===== src/gpt_defs.vh =====
// register offsets, field positions, reset values and timing counts for the pin port and timer
`ifndef GPT_DEFS_VH
`define GPT_DEFS_VH
`define GPT_OFF_DIR        8'h00
`define GPT_OFF_OUT        8'h04
`define GPT_OFF_IN         8'h08
`define GPT_OFF_SETCLR     8'h0C
`define GPT_OFF_TRIGEN     8'h10
`define GPT_OFF_IRQEN      8'h14
`define GPT_OFF_IRQEDGE    8'h18
`define GPT_OFF_IRQSTAT    8'h1C
`define GPT_OFF_TCTRL      8'h20
`define GPT_OFF_TTRIGSEL   8'h24
`define GPT_OFF_TCOUNT     8'h28
`define GPT_OFF_TRELOAD    8'h2C
`define GPT_SET_LSB        0
`define GPT_CLR_LSB        16
`define GPT_CTRL_EN        0
`define GPT_CTRL_TC        1
`define GPT_CTRL_SR        2
`define GPT_CTRL_LE        3
`define GPT_CTRL_PN        4
`define GPT_CTRL_OVF       5
`define GPT_RST_BYTE       8'h00
`define GPT_RST_WORD       32'h00000000
`define GPT_TERMINAL       32'hFFFFFFFF
`define GPT_SYNC_STAGES    2
`endif


===== src/gpt_sync.v =====
// two-stage synchroniser for the eight pin inputs
`timescale 1ns/10ps
module gpt_sync (
  input  wire       clk_sys,
  input  wire       reset,
  input  wire [7:0] pin_async,
  output reg  [7:0] pin_sync
);
  reg [7:0] stage_one;

  always @(posedge clk_sys) begin
    if (reset) begin
      stage_one <= 8'h00;
      pin_sync  <= 8'h00;
    end else begin
      stage_one <= pin_async;
      pin_sync  <= stage_one;
    end
  end
endmodule // gpt_sync


===== src/gpt_trig.v =====
// trigger qualifier: judges one selected pin as active per edge/level mode
`timescale 1ns/10ps
module gpt_trig (
  input  wire clk_sys,
  input  wire reset,
  input  wire trig_in,
  input  wire trigger_level_or_edge,
  input  wire trigger_polarity,
  output reg  trig_active
);
  reg trig_prev;

  always @(posedge clk_sys) begin
    if (reset) begin
      trig_prev <= 1'b0;
    end else begin
      trig_prev <= trig_in;
    end
  end

  always @* begin
    case ({trigger_level_or_edge, trigger_polarity})
      2'b00:   trig_active = trig_prev & ~trig_in;
      2'b01:   trig_active = ~trig_prev & trig_in;
      2'b10:   trig_active = ~trig_in;
      2'b11:   trig_active = trig_in;
      default: trig_active = 1'b0;
    endcase
  end
endmodule // gpt_trig


===== src/gpt_top.v =====
// eight-pin port with edge interrupts and the 32-bit event timer it feeds
`timescale 1ns/10ps
`include "gpt_defs.vh"
module gpt_top (
  input  wire        clk_sys,
  input  wire        reset,
  input  wire [7:0]  reg_addr,
  input  wire [31:0] reg_wdata,
  input  wire        reg_write,
  input  wire        reg_read,
  output reg  [31:0] reg_rdata,
  input  wire [7:0]  pin_in,
  output wire [7:0]  pin_out,
  output wire [7:0]  pin_oe_n,
  output wire        pin_irq,
  output reg         timer_irq
);
  reg  [7:0]  pin_direction;
  reg  [7:0]  output_level;
  reg  [7:0]  pin_trigger_enable;
  reg  [7:0]  pin_interrupt_enable;
  reg  [7:0]  pin_interrupt_edge;
  reg  [7:0]  pin_interrupt_status;
  reg  [7:0]  pin_prev;
  reg  [4:0]  timer_control;
  reg  [2:0]  timer_trigger_select;
  reg  [31:0] timer_count;
  reg  [31:0] timer_reload;
  reg         timer_overflow;
  reg  [31:0] next_count;
  reg         next_overflow;
  reg         next_stop;
  reg  [7:0]  next_status;
  reg  [7:0]  next_output;
  wire [7:0]  pin_sync;
  wire [7:0]  pin_input_ok;
  wire [7:0]  trig_pins;
  wire [7:0]  irq_pins;
  wire [7:0]  edge_hit;
  wire        trig_in;
  wire        trig_active;
  wire        count_event;
  wire        wr_dir;
  wire        wr_out;
  wire        wr_setclr;
  wire        wr_ctrl;
  wire        rd_status;

  function hit;
    input [7:0] addr;
    input [7:0] offset;
    begin
      hit = (addr == offset);
    end
  endfunction

  assign wr_dir    = reg_write & hit(reg_addr, `GPT_OFF_DIR);
  assign wr_out    = reg_write & hit(reg_addr, `GPT_OFF_OUT);
  assign wr_setclr = reg_write & hit(reg_addr, `GPT_OFF_SETCLR);
  assign wr_ctrl   = reg_write & hit(reg_addr, `GPT_OFF_TCTRL);
  assign rd_status = reg_read & hit(reg_addr, `GPT_OFF_IRQSTAT);

  gpt_sync u_sync (
    .clk_sys   (clk_sys),
    .reset     (reset),
    .pin_async (pin_in),
    .pin_sync  (pin_sync)
  );

  // drive only when direction set; low enable drives
  assign pin_oe_n = ~pin_direction;
  assign pin_out  = output_level;

  // input-only qualification for trigger and interrupt
  assign pin_input_ok = ~pin_direction;
  assign trig_pins    = pin_sync & pin_input_ok & pin_trigger_enable;
  assign irq_pins     = pin_input_ok & pin_interrupt_enable;

  // select one pin, gated by its enable
  assign trig_in = trig_pins[timer_trigger_select];

  gpt_trig u_trig (
    .clk_sys               (clk_sys),
    .reset                 (reset),
    .trig_in               (trig_in),
    .trigger_level_or_edge (timer_control[`GPT_CTRL_LE]),
    .trigger_polarity      (timer_control[`GPT_CTRL_PN]),
    .trig_active           (trig_active)
  );

  // per-pin edge choice, rising when the edge bit is set
  genvar i;
  generate
    for (i = 0; i < 8; i = i + 1) begin : g_edge
      // only enabled input pins raise an edge
      assign edge_hit[i] = irq_pins[i] & (pin_interrupt_edge[i] ?
                           (~pin_prev[i] & pin_sync[i]) : (pin_prev[i] & ~pin_sync[i]));
    end
  endgenerate

  // status set beats the read clear
  always @* begin
    next_status = pin_interrupt_status;
    if (rd_status) begin
      next_status = 8'h00;
    end
    next_status = next_status | edge_hit;
  end

  assign pin_irq = |pin_interrupt_status;

  always @* begin
    next_output = output_level;
    if (wr_out) begin
      next_output = reg_wdata[7:0];
    end
    if (wr_setclr) begin
      next_output = (output_level | reg_wdata[`GPT_SET_LSB +: 8])
                    & ~reg_wdata[`GPT_CLR_LSB +: 8];
    end
  end

  // timer mode counts every clock; counter mode gated by trigger
  assign count_event = timer_control[`GPT_CTRL_TC] ? trig_active : 1'b1;

  always @* begin
    next_count    = timer_count;
    next_overflow = 1'b0;
    next_stop     = 1'b0;
    if (timer_control[`GPT_CTRL_EN] & count_event) begin
      if (timer_count == `GPT_TERMINAL) begin
        next_count    = timer_reload;
        next_overflow = 1'b1;
        next_stop     = timer_control[`GPT_CTRL_SR];
      end else begin
        next_count = timer_count + 32'h00000001;
      end
    end
  end

  always @(posedge clk_sys) begin
    if (reset) begin
      pin_direction        <= `GPT_RST_BYTE;
      output_level         <= `GPT_RST_BYTE;
      pin_trigger_enable   <= `GPT_RST_BYTE;
      pin_interrupt_enable <= `GPT_RST_BYTE;
      pin_interrupt_edge   <= `GPT_RST_BYTE;
      pin_interrupt_status <= `GPT_RST_BYTE;
      pin_prev             <= `GPT_RST_BYTE;
      timer_control        <= 5'h00;
      timer_trigger_select <= 3'h0;
      timer_count          <= `GPT_RST_WORD;
      timer_reload         <= `GPT_RST_WORD;
      timer_overflow       <= 1'b0;
      timer_irq            <= 1'b0;
    end else begin
      pin_prev             <= pin_sync;
      output_level         <= next_output;
      pin_interrupt_status <= next_status;
      timer_overflow       <= next_overflow;
      timer_irq            <= next_overflow;
      timer_count          <= next_count;
      if (wr_dir) begin
        pin_direction <= reg_wdata[7:0];
      end
      if (reg_write & hit(reg_addr, `GPT_OFF_TRIGEN)) begin
        pin_trigger_enable <= reg_wdata[7:0];
      end
      if (reg_write & hit(reg_addr, `GPT_OFF_IRQEN)) begin
        pin_interrupt_enable <= reg_wdata[7:0];
      end
      if (reg_write & hit(reg_addr, `GPT_OFF_IRQEDGE)) begin
        pin_interrupt_edge <= reg_wdata[7:0];
      end
      if (reg_write & hit(reg_addr, `GPT_OFF_TTRIGSEL)) begin
        timer_trigger_select <= reg_wdata[2:0];
      end
      if (reg_write & hit(reg_addr, `GPT_OFF_TRELOAD)) begin
        timer_reload <= reg_wdata;
      end
      // software write of the count wins over counting
      if (reg_write & hit(reg_addr, `GPT_OFF_TCOUNT)) begin
        timer_count <= reg_wdata;
      end
      // stop clears the enable bit; a write in that cycle still wins
      if (wr_ctrl) begin
        timer_control <= reg_wdata[4:0];
      end else if (next_stop) begin
        timer_control[`GPT_CTRL_EN] <= 1'b0;
      end
    end
  end

  // register read mux, data one cycle later
  always @(posedge clk_sys) begin
    if (reset) begin
      reg_rdata <= `GPT_RST_WORD;
    end else if (reg_read) begin
      case (reg_addr)
        `GPT_OFF_DIR:      reg_rdata <= {24'h000000, pin_direction};
        `GPT_OFF_OUT:      reg_rdata <= {24'h000000, output_level};
        `GPT_OFF_IN:       reg_rdata <= {24'h000000, pin_sync};
        `GPT_OFF_TRIGEN:   reg_rdata <= {24'h000000, pin_trigger_enable};
        `GPT_OFF_IRQEN:    reg_rdata <= {24'h000000, pin_interrupt_enable};
        `GPT_OFF_IRQEDGE:  reg_rdata <= {24'h000000, pin_interrupt_edge};
        `GPT_OFF_IRQSTAT:  reg_rdata <= {24'h000000, pin_interrupt_status};
        `GPT_OFF_TCTRL:    reg_rdata <= {26'h0, timer_overflow, timer_control};
        `GPT_OFF_TTRIGSEL: reg_rdata <= {29'h0, timer_trigger_select};
        `GPT_OFF_TCOUNT:   reg_rdata <= timer_count;
        `GPT_OFF_TRELOAD:  reg_rdata <= timer_reload;
        default:           reg_rdata <= `GPT_RST_WORD;
      endcase
    end else begin
      reg_rdata <= `GPT_RST_WORD;
    end
  end
endmodule // gpt_top


===== config.mk =====
export PLATFORM = sky130hd
export DESIGN_NAME = gpt_top
export DESIGN_NICKNAME = d
export VERILOG_FILES = /design/src/gpt_sync.v /design/src/gpt_trig.v /design/src/gpt_top.v
export VERILOG_INCLUDE_DIRS = /design/src
export SDC_FILE = /design/constraint.sdc
export NUM_CORES = 1
export LEC_CHECK = 0
export ABC_CLOCK_PERIOD_IN_PS = 3500
export CAP_MARGIN = 15
export CORE_ASPECT_RATIO = 0.5
export CORE_MARGIN = 3
export CORE_UTILIZATION = 50
export CTS_CLUSTER_DIAMETER = 40
export DETAILED_ROUTE_END_ITERATION = 7
export DONT_BUFFER_PORTS = 1
export SKIP_CTS_REPAIR_TIMING = 1
export SLEW_MARGIN = 20
export SYNTH_ARGS = -nofsm -noshare
export SYNTH_HDL_FRONTEND = slang
export SYNTH_SLANG_ARGS = --single-unit
export TNS_END_PERCENT = 30

===== constraint.sdc =====
create_clock -name clk_sys -period 3.5 [get_ports clk_sys]
set_input_delay 0.175 -clock clk_sys [delete_from_list [all_inputs] [get_ports clk_sys]]
set_output_delay 0.175 -clock clk_sys [all_outputs]
set_load 0.05 [all_outputs]

Yosys cells after proc, flatten, opt, wreduce, memory -nomap -nowiden
Index checks and enable logic that the tools add are counted.

Register bits after elaboration: 178. Input port bits: 52. Output and inout bits: 50. Word-level logic and storage cells: 132.

Add/sub/neg operators: 1. $lt $le $gt $ge: 1. Eq/ne operators: 15. Muxes and demuxes: 24. Bitwise gates (word level): 66. Reductions and logical operators: 8.

Operator list (count): 32-bit case mux with 11 select lines (1); 32-bit two-way mux (3); 1-bit bitwise AND (38); 32-bit by 1-bit adder with 32-bit output, second input constant (1); 8-bit bitwise AND (4); 32-bit == test, second input constant (1); 8-bit by 5-bit == test with 1-bit output, second input constant (4); 8-bit by 6-bit == test with 1-bit output, second input constant (4); 8-bit two-way mux (3); 1-bit NOT (20); 8-bit by 4-bit == test with 1-bit output, second input constant (2); 8-bit NOT (2); 8-bit bitwise OR (2); 1-bit two-way mux (15); 8-bit by 3-bit == test with 1-bit output, second input constant (1); 8-bit logical NOT (1); 8-bit OR reduction (1); 2-bit nonzero test (3); 2-bit == test, second input constant (2); 3-bit by 4-bit < comparator with 1-bit output, second input constant (1); 1-bit case mux with 4 select lines (1); 2-bit OR reduction (2); 1-bit binary-select mux with 3-bit select (1); 2-bit by 1-bit == test with 1-bit output, second input constant (1); 2-bit logical NOT (1).

Longest topological paths before layout
Word-level depth: 13. Depth in mapped cells: 11. Gate-level depth less buffers: 8.

Cells and area by module
Synthesis repeated with hierarchy kept, for this count alone.

Cell total of the unflattened synthesis: 1007. Area total of the unflattened synthesis: 8181.6 um2.

By module, submodules not included: gpt_top (times used 1, cells an instance 968, area each 7667.4 um2, sequential area each 3223.1 um2); gpt_sync (times used 1, cells an instance 33, area each 464.2 um2, sequential area each 320.3 um2); gpt_trig (times used 1, cells an instance 6, area each 50.0 um2, sequential area each 20.0 um2).

Worst setup path after synthesis
Ideal clock, no wire load.

Path kind: register to register. From: register pin_direction[3]. To: register timer_count[13]. Setup time: 0.079 ns. Arrival: 2.238 ns. Data required time: 3.421 ns. Path slack: 1.183 ns. Cell stages (with the launch flop): 9. Path buffers: 1. Period minus slack after synthesis: 2.317 ns. Cells stage by stage: dfxtp_1 inv_1 a41oi_1 a32o_2 nor2_4 mux2i_1 clkbuf_1 o211ai_1 a211oi_2.

Word-level cells in the longest chain between the ends: 11. Elaborated cells between the ends (all ways): 12. Classes of those cells: mux: 4; bitwise: 7; reduce/logical: 1.

RTL lines: from (decl) (RTL line gpt_top.v:18) `reg [7:0] pin_direction;`; from (signal assigned) (RTL line gpt_top.v:143) `` pin_direction <= `GPT_RST_BYTE; ``; from (signal assigned) (RTL line gpt_top.v:164) `pin_direction <= reg_wdata[7:0];`; 8-bit NOT (*); via pin_oe_n[3] (RTL line gpt_top.v:14) `output wire [7:0] pin_oe_n,`; 8-bit bitwise AND (*) (2 in a row) (RTL line gpt_top.v:76) `assign trig_pins = pin_sync & pin_input_ok & pin_trigger_enable;`; 1-bit binary-select mux with 3-bit select (*) (RTL line gpt_top.v:80) `assign trig_in = trig_pins[timer_trigger_select];`; 1-bit two-way mux (implied by the code) (*) (RTL line gpt_top.v:80); 1-bit NOT (RTL line gpt_trig.v:23, gpt_trig.v:25); 1-bit bitwise AND (RTL line gpt_trig.v:23) `2'b00: trig_active = trig_prev & ~trig_in;`; 1-bit case mux with 4 select lines (*) (RTL line gpt_trig.v:22) `case ({trigger_level_or_edge, trigger_polarity})`; 1-bit two-way mux (*) (RTL line gpt_top.v:124) `` assign count_event = timer_control[`GPT_CTRL_TC] ? trig_active : 1'b1; ``; 1-bit bitwise AND (*) (RTL line gpt_top.v:130) `` if (timer_control[`GPT_CTRL_EN] & count_event) begin ``; 2-bit nonzero test (no line) (*); to (signal assigned) (RTL line gpt_top.v:152) `` timer_count <= `GPT_RST_WORD; ``; to (signal assigned) (RTL line gpt_top.v:162) `timer_count <= next_count;`; to (signal assigned) (RTL line gpt_top.v:183) `timer_count <= reg_wdata;`; to (decl) (RTL line gpt_top.v:27) `reg [31:0] timer_count;`.

The timed path passes the listed nets; every way through them passes the cells marked *. The select of a mux whose other input is x is not followed. A chain may end at the register's enable or synchronous reset.

Final worst setup path
From: register pin_direction[5]. To: register timer_count[8].

The elaborated chain is that of the path after synthesis.

==> results.md <==
- Outcome: finished with violations
- Failing checks: hold timing
- TritonCTS Buffers: 17
- Die height: 95.7 um
- CP max FO: 31
- Io pins: 102
- Vias per inst: 6.30
- # setup viols final: 0
- Switching power of the nets: 0.956 mW
- Vias in the first global route: 6714
- Crit path max-delay cell type: or4_1
- Final hold vios: 1
- Power share of the clock group: 46.2%
- Drc violations: 0
- Startpoint types: flip-flop
- Synth Area in Simple Gates: 24.5%
- # diodes: 0
- Most common cell after layout, fill and taps aside: dfxtp_1
- Largest net degree at the start of global routing: 146
- Fin nets: 1054
- Synth Warn #: 0
- Post-route cell area: 0.00922 mm2
- Hold Path Class: primary input to flip-flop
- Setup TNS: 0 ps
- Chip width: 185 um
- Initial antenna violation count: 1
- Share of cells above drive strength 1: 7.89%
- Yosys cell types: 68
- Clk slew on worst S/H paths: 70 ps
- Largest family of logic cells by synthesized area: simple AND/OR/NAND/NOR gates
- Sequential fraction of the synthesis area: 44.3%
- CP required: 3850 ps
- Detailed-route via count: 7674
- Drt pass-1 iters: 8
- Static Leak: 2.97 nW
- Synth Area in Compound Gates: 24.1%
- Synth Area per Inst: 8.14 um2
- Max-cap check violation count: 0
- GR Overflow Total: 0
- Seq cells post-synth: 178
- Fin. max-slew vios: 0
- Final WS setup: 794 ps
- Worst path arrival time: 3060 ps
- Worst Setup End Kind: flip-flop
- Crit Path Category: flip-flop to flip-flop
- RePlAce Congestion: 0.940
- Crit share post-route: 77.3%
- Async set-reset flop share out of synthesis: 0%
- Achievable frequency: 370 MHz
- CP max stage delay: 540 ps
- Slew @ Worst Pin: 795 ps
- Pre-CTS setup slack: 847 ps
- Worst path cell trace: inv_1 -> a41oi_1 -> a22o_1 -> nor2_4 -> mux2_4 -> or4_1 -> a31oi_1
- Post-route ant nets: 0
- Row count: 32
- CTS tree: yes
- Core footprint: 0.0156 mm2
- Clock Skews: 9.79 ps
- Total die area: 0.0177 mm2
- H-tree levels: 4
- CTS root buffer: clkbuf_16
- DP HPWL: 16400 um
- Max_slew headroom: 46.9%
- WL final: 26400 um
- Net Sw Frac: 23.4%
- Initial Utilization: 51.7%
- # port buffers: 0
- Seq pwr share: 50.2%
- Most frequent cells in the layout: dfxtp_1, nand2_1, nor2_1
- Power Density: 443 mW/mm2
- Clock Tree Buf Depth: 2
- Iteration-0 DRC Markers: 1087
- P_int: 3.13 mW
- Combinational power share: 3.6%
- Cell type with the highest aggregate area in the netlist: dfxtp_1
- Yosys top cell area share: 44.3%
- Final Critical Period: 2710 ps
- Top_reg_cell synth: dfxtp_1
- Post-placement cell area: 0.00812 mm2
- Mapped Cells: 989
- Synthesized Nets: 1042
- Post-Synth XOR/XNOR Area: 0.326%
- Post-synthesis mux area share: 1.57%
- Global router's overall resource usage: 28.3%
- WL/cell: 21.6 um
- Layout area overhead: 14.5%
- Top post-synthesis cells by area: dfxtp_1, nand2_1, a21oi_1, nor2_1, a22oi_1
- Syn Std Cell Area: 0.00805 mm2
- Min Hold Slack: -2.62 ps
- Post-synth EDFFs: 0
- Worst-skew pair later-pin latency: 430 ps
- Sink Count: 178
- First-pass GRT wire length: 38800 um
- Worst ir drop on vdd: 0.000318 V
- Adder-Cell Fraction of Synth Area: 0.155%
- RSZ-0062 raised after global routing: false
worst max-delay path, delay by kind of cell, from the launching register on:
| kind | cells | cell delay, ps |
|---|---|---|
| AOI/OAI and AO/OA | 3 | 720 |
| buffers and inverters | 1 | 390 |
| DFF | 1 | 330 |
| muxes | 1 | 470 |
| and+or+nand+nor | 2 | 710 |
stage by stage:
stage / cells / power, mW / hold slack (ps) / utilization (%)
floorplan: 989 / 2.16 / 283 / -
global placement: 1137 / 2.14 / 258 / 52.1
detailed placement: 1137 / 2.14 / 258 / 52.1
CTS: 1169 / 4.00 / -199 / 55.9
global route: 1218 / 4.19 / 15.1 / 59.2
finish: 1218 / 4.08 / -2.62 / 59.2
power by group through the flow:
stage,registers [mW],clock network [mW],logic (mW)
floorplan,2.09,0,0.0685
global placement,2.09,0,0.0422
detailed placement,2.09,0,0.0432
CTS,2.05,1.91,0.0434
global route,2.05,1.99,0.155
finish,2.05,1.89,0.146
flip-flops by register name, indices dropped and copies added, names as in the netlist:
register	flops
pin_interrupt_edge	8
timer_control	5
pin_trigger_enable	8
pin_out	8
pin_direction	8
reg_rdata	32
pin_prev	8
timer_reload	32
timer_count	32
u_sync.pin_sync	8
timer_overflow	1
pin_interrupt_enable	8
pin_interrupt_status	8
timer_trigger_select	3
u_sync.stage_one	8
u_trig.trig_prev	1
layer usage:
metal | GRT usage [%] | share of wire [%]
met1 | 40.1 | 46
met2 | 42.3 | 42
met3 | 8.12 | 9.6
met4 | 7.99 | 2.0
met5 | 0 | 0.049
logic make-up (layout without fill, tap and decap cells):
kind of cell,Yosys count,count (layout)
fa+ha+maj,1,1
mux,12,12
simple gates,421,421
compound gates,283,283
buf+inv,91,116
flops,178,178
xor+xnor,3,3
area by class of cell:
class | count | area (um2)
Timing Repair Buffer | 68 | 661
Clock inverter | 13 | 129
Clock buffer | 19 | 453
Multi-Input combinational cell | 720 | 4100
Inverter | 16 | 60.1
Sequential cell | 178 | 3560
Tap cell | 204 | 255
Fill cell | 1404 | 6350
path summary, 6_finish.rpt:
kind	start	endpoint	slack [ps]	cells after the start
max	pin_direction[5]	timer_count[8]	790	7
min	reg_wdata[0]	timer_count[0]	-3	3
max reg2reg	pin_direction[5]	timer_count[8]	790	7
min reg2reg	u_sync.stage_one[3]	u_sync.pin_sync[3]	440	1
Yosys cell counts (11+ instances only):
cell	instances
a211oi_1	13
a21oi_1	97
a22o_1	11
a22oi_1	38
a32oi_1	11
buf_2	19
clkbuf_1	45
dfxtp_1	178
inv_1	16
nand2_1	170
nand3_1	47
nor2_1	101
nor2b_1	25
o21ai_0	28
Note: power is estimated with default switching activity, not from simulation.
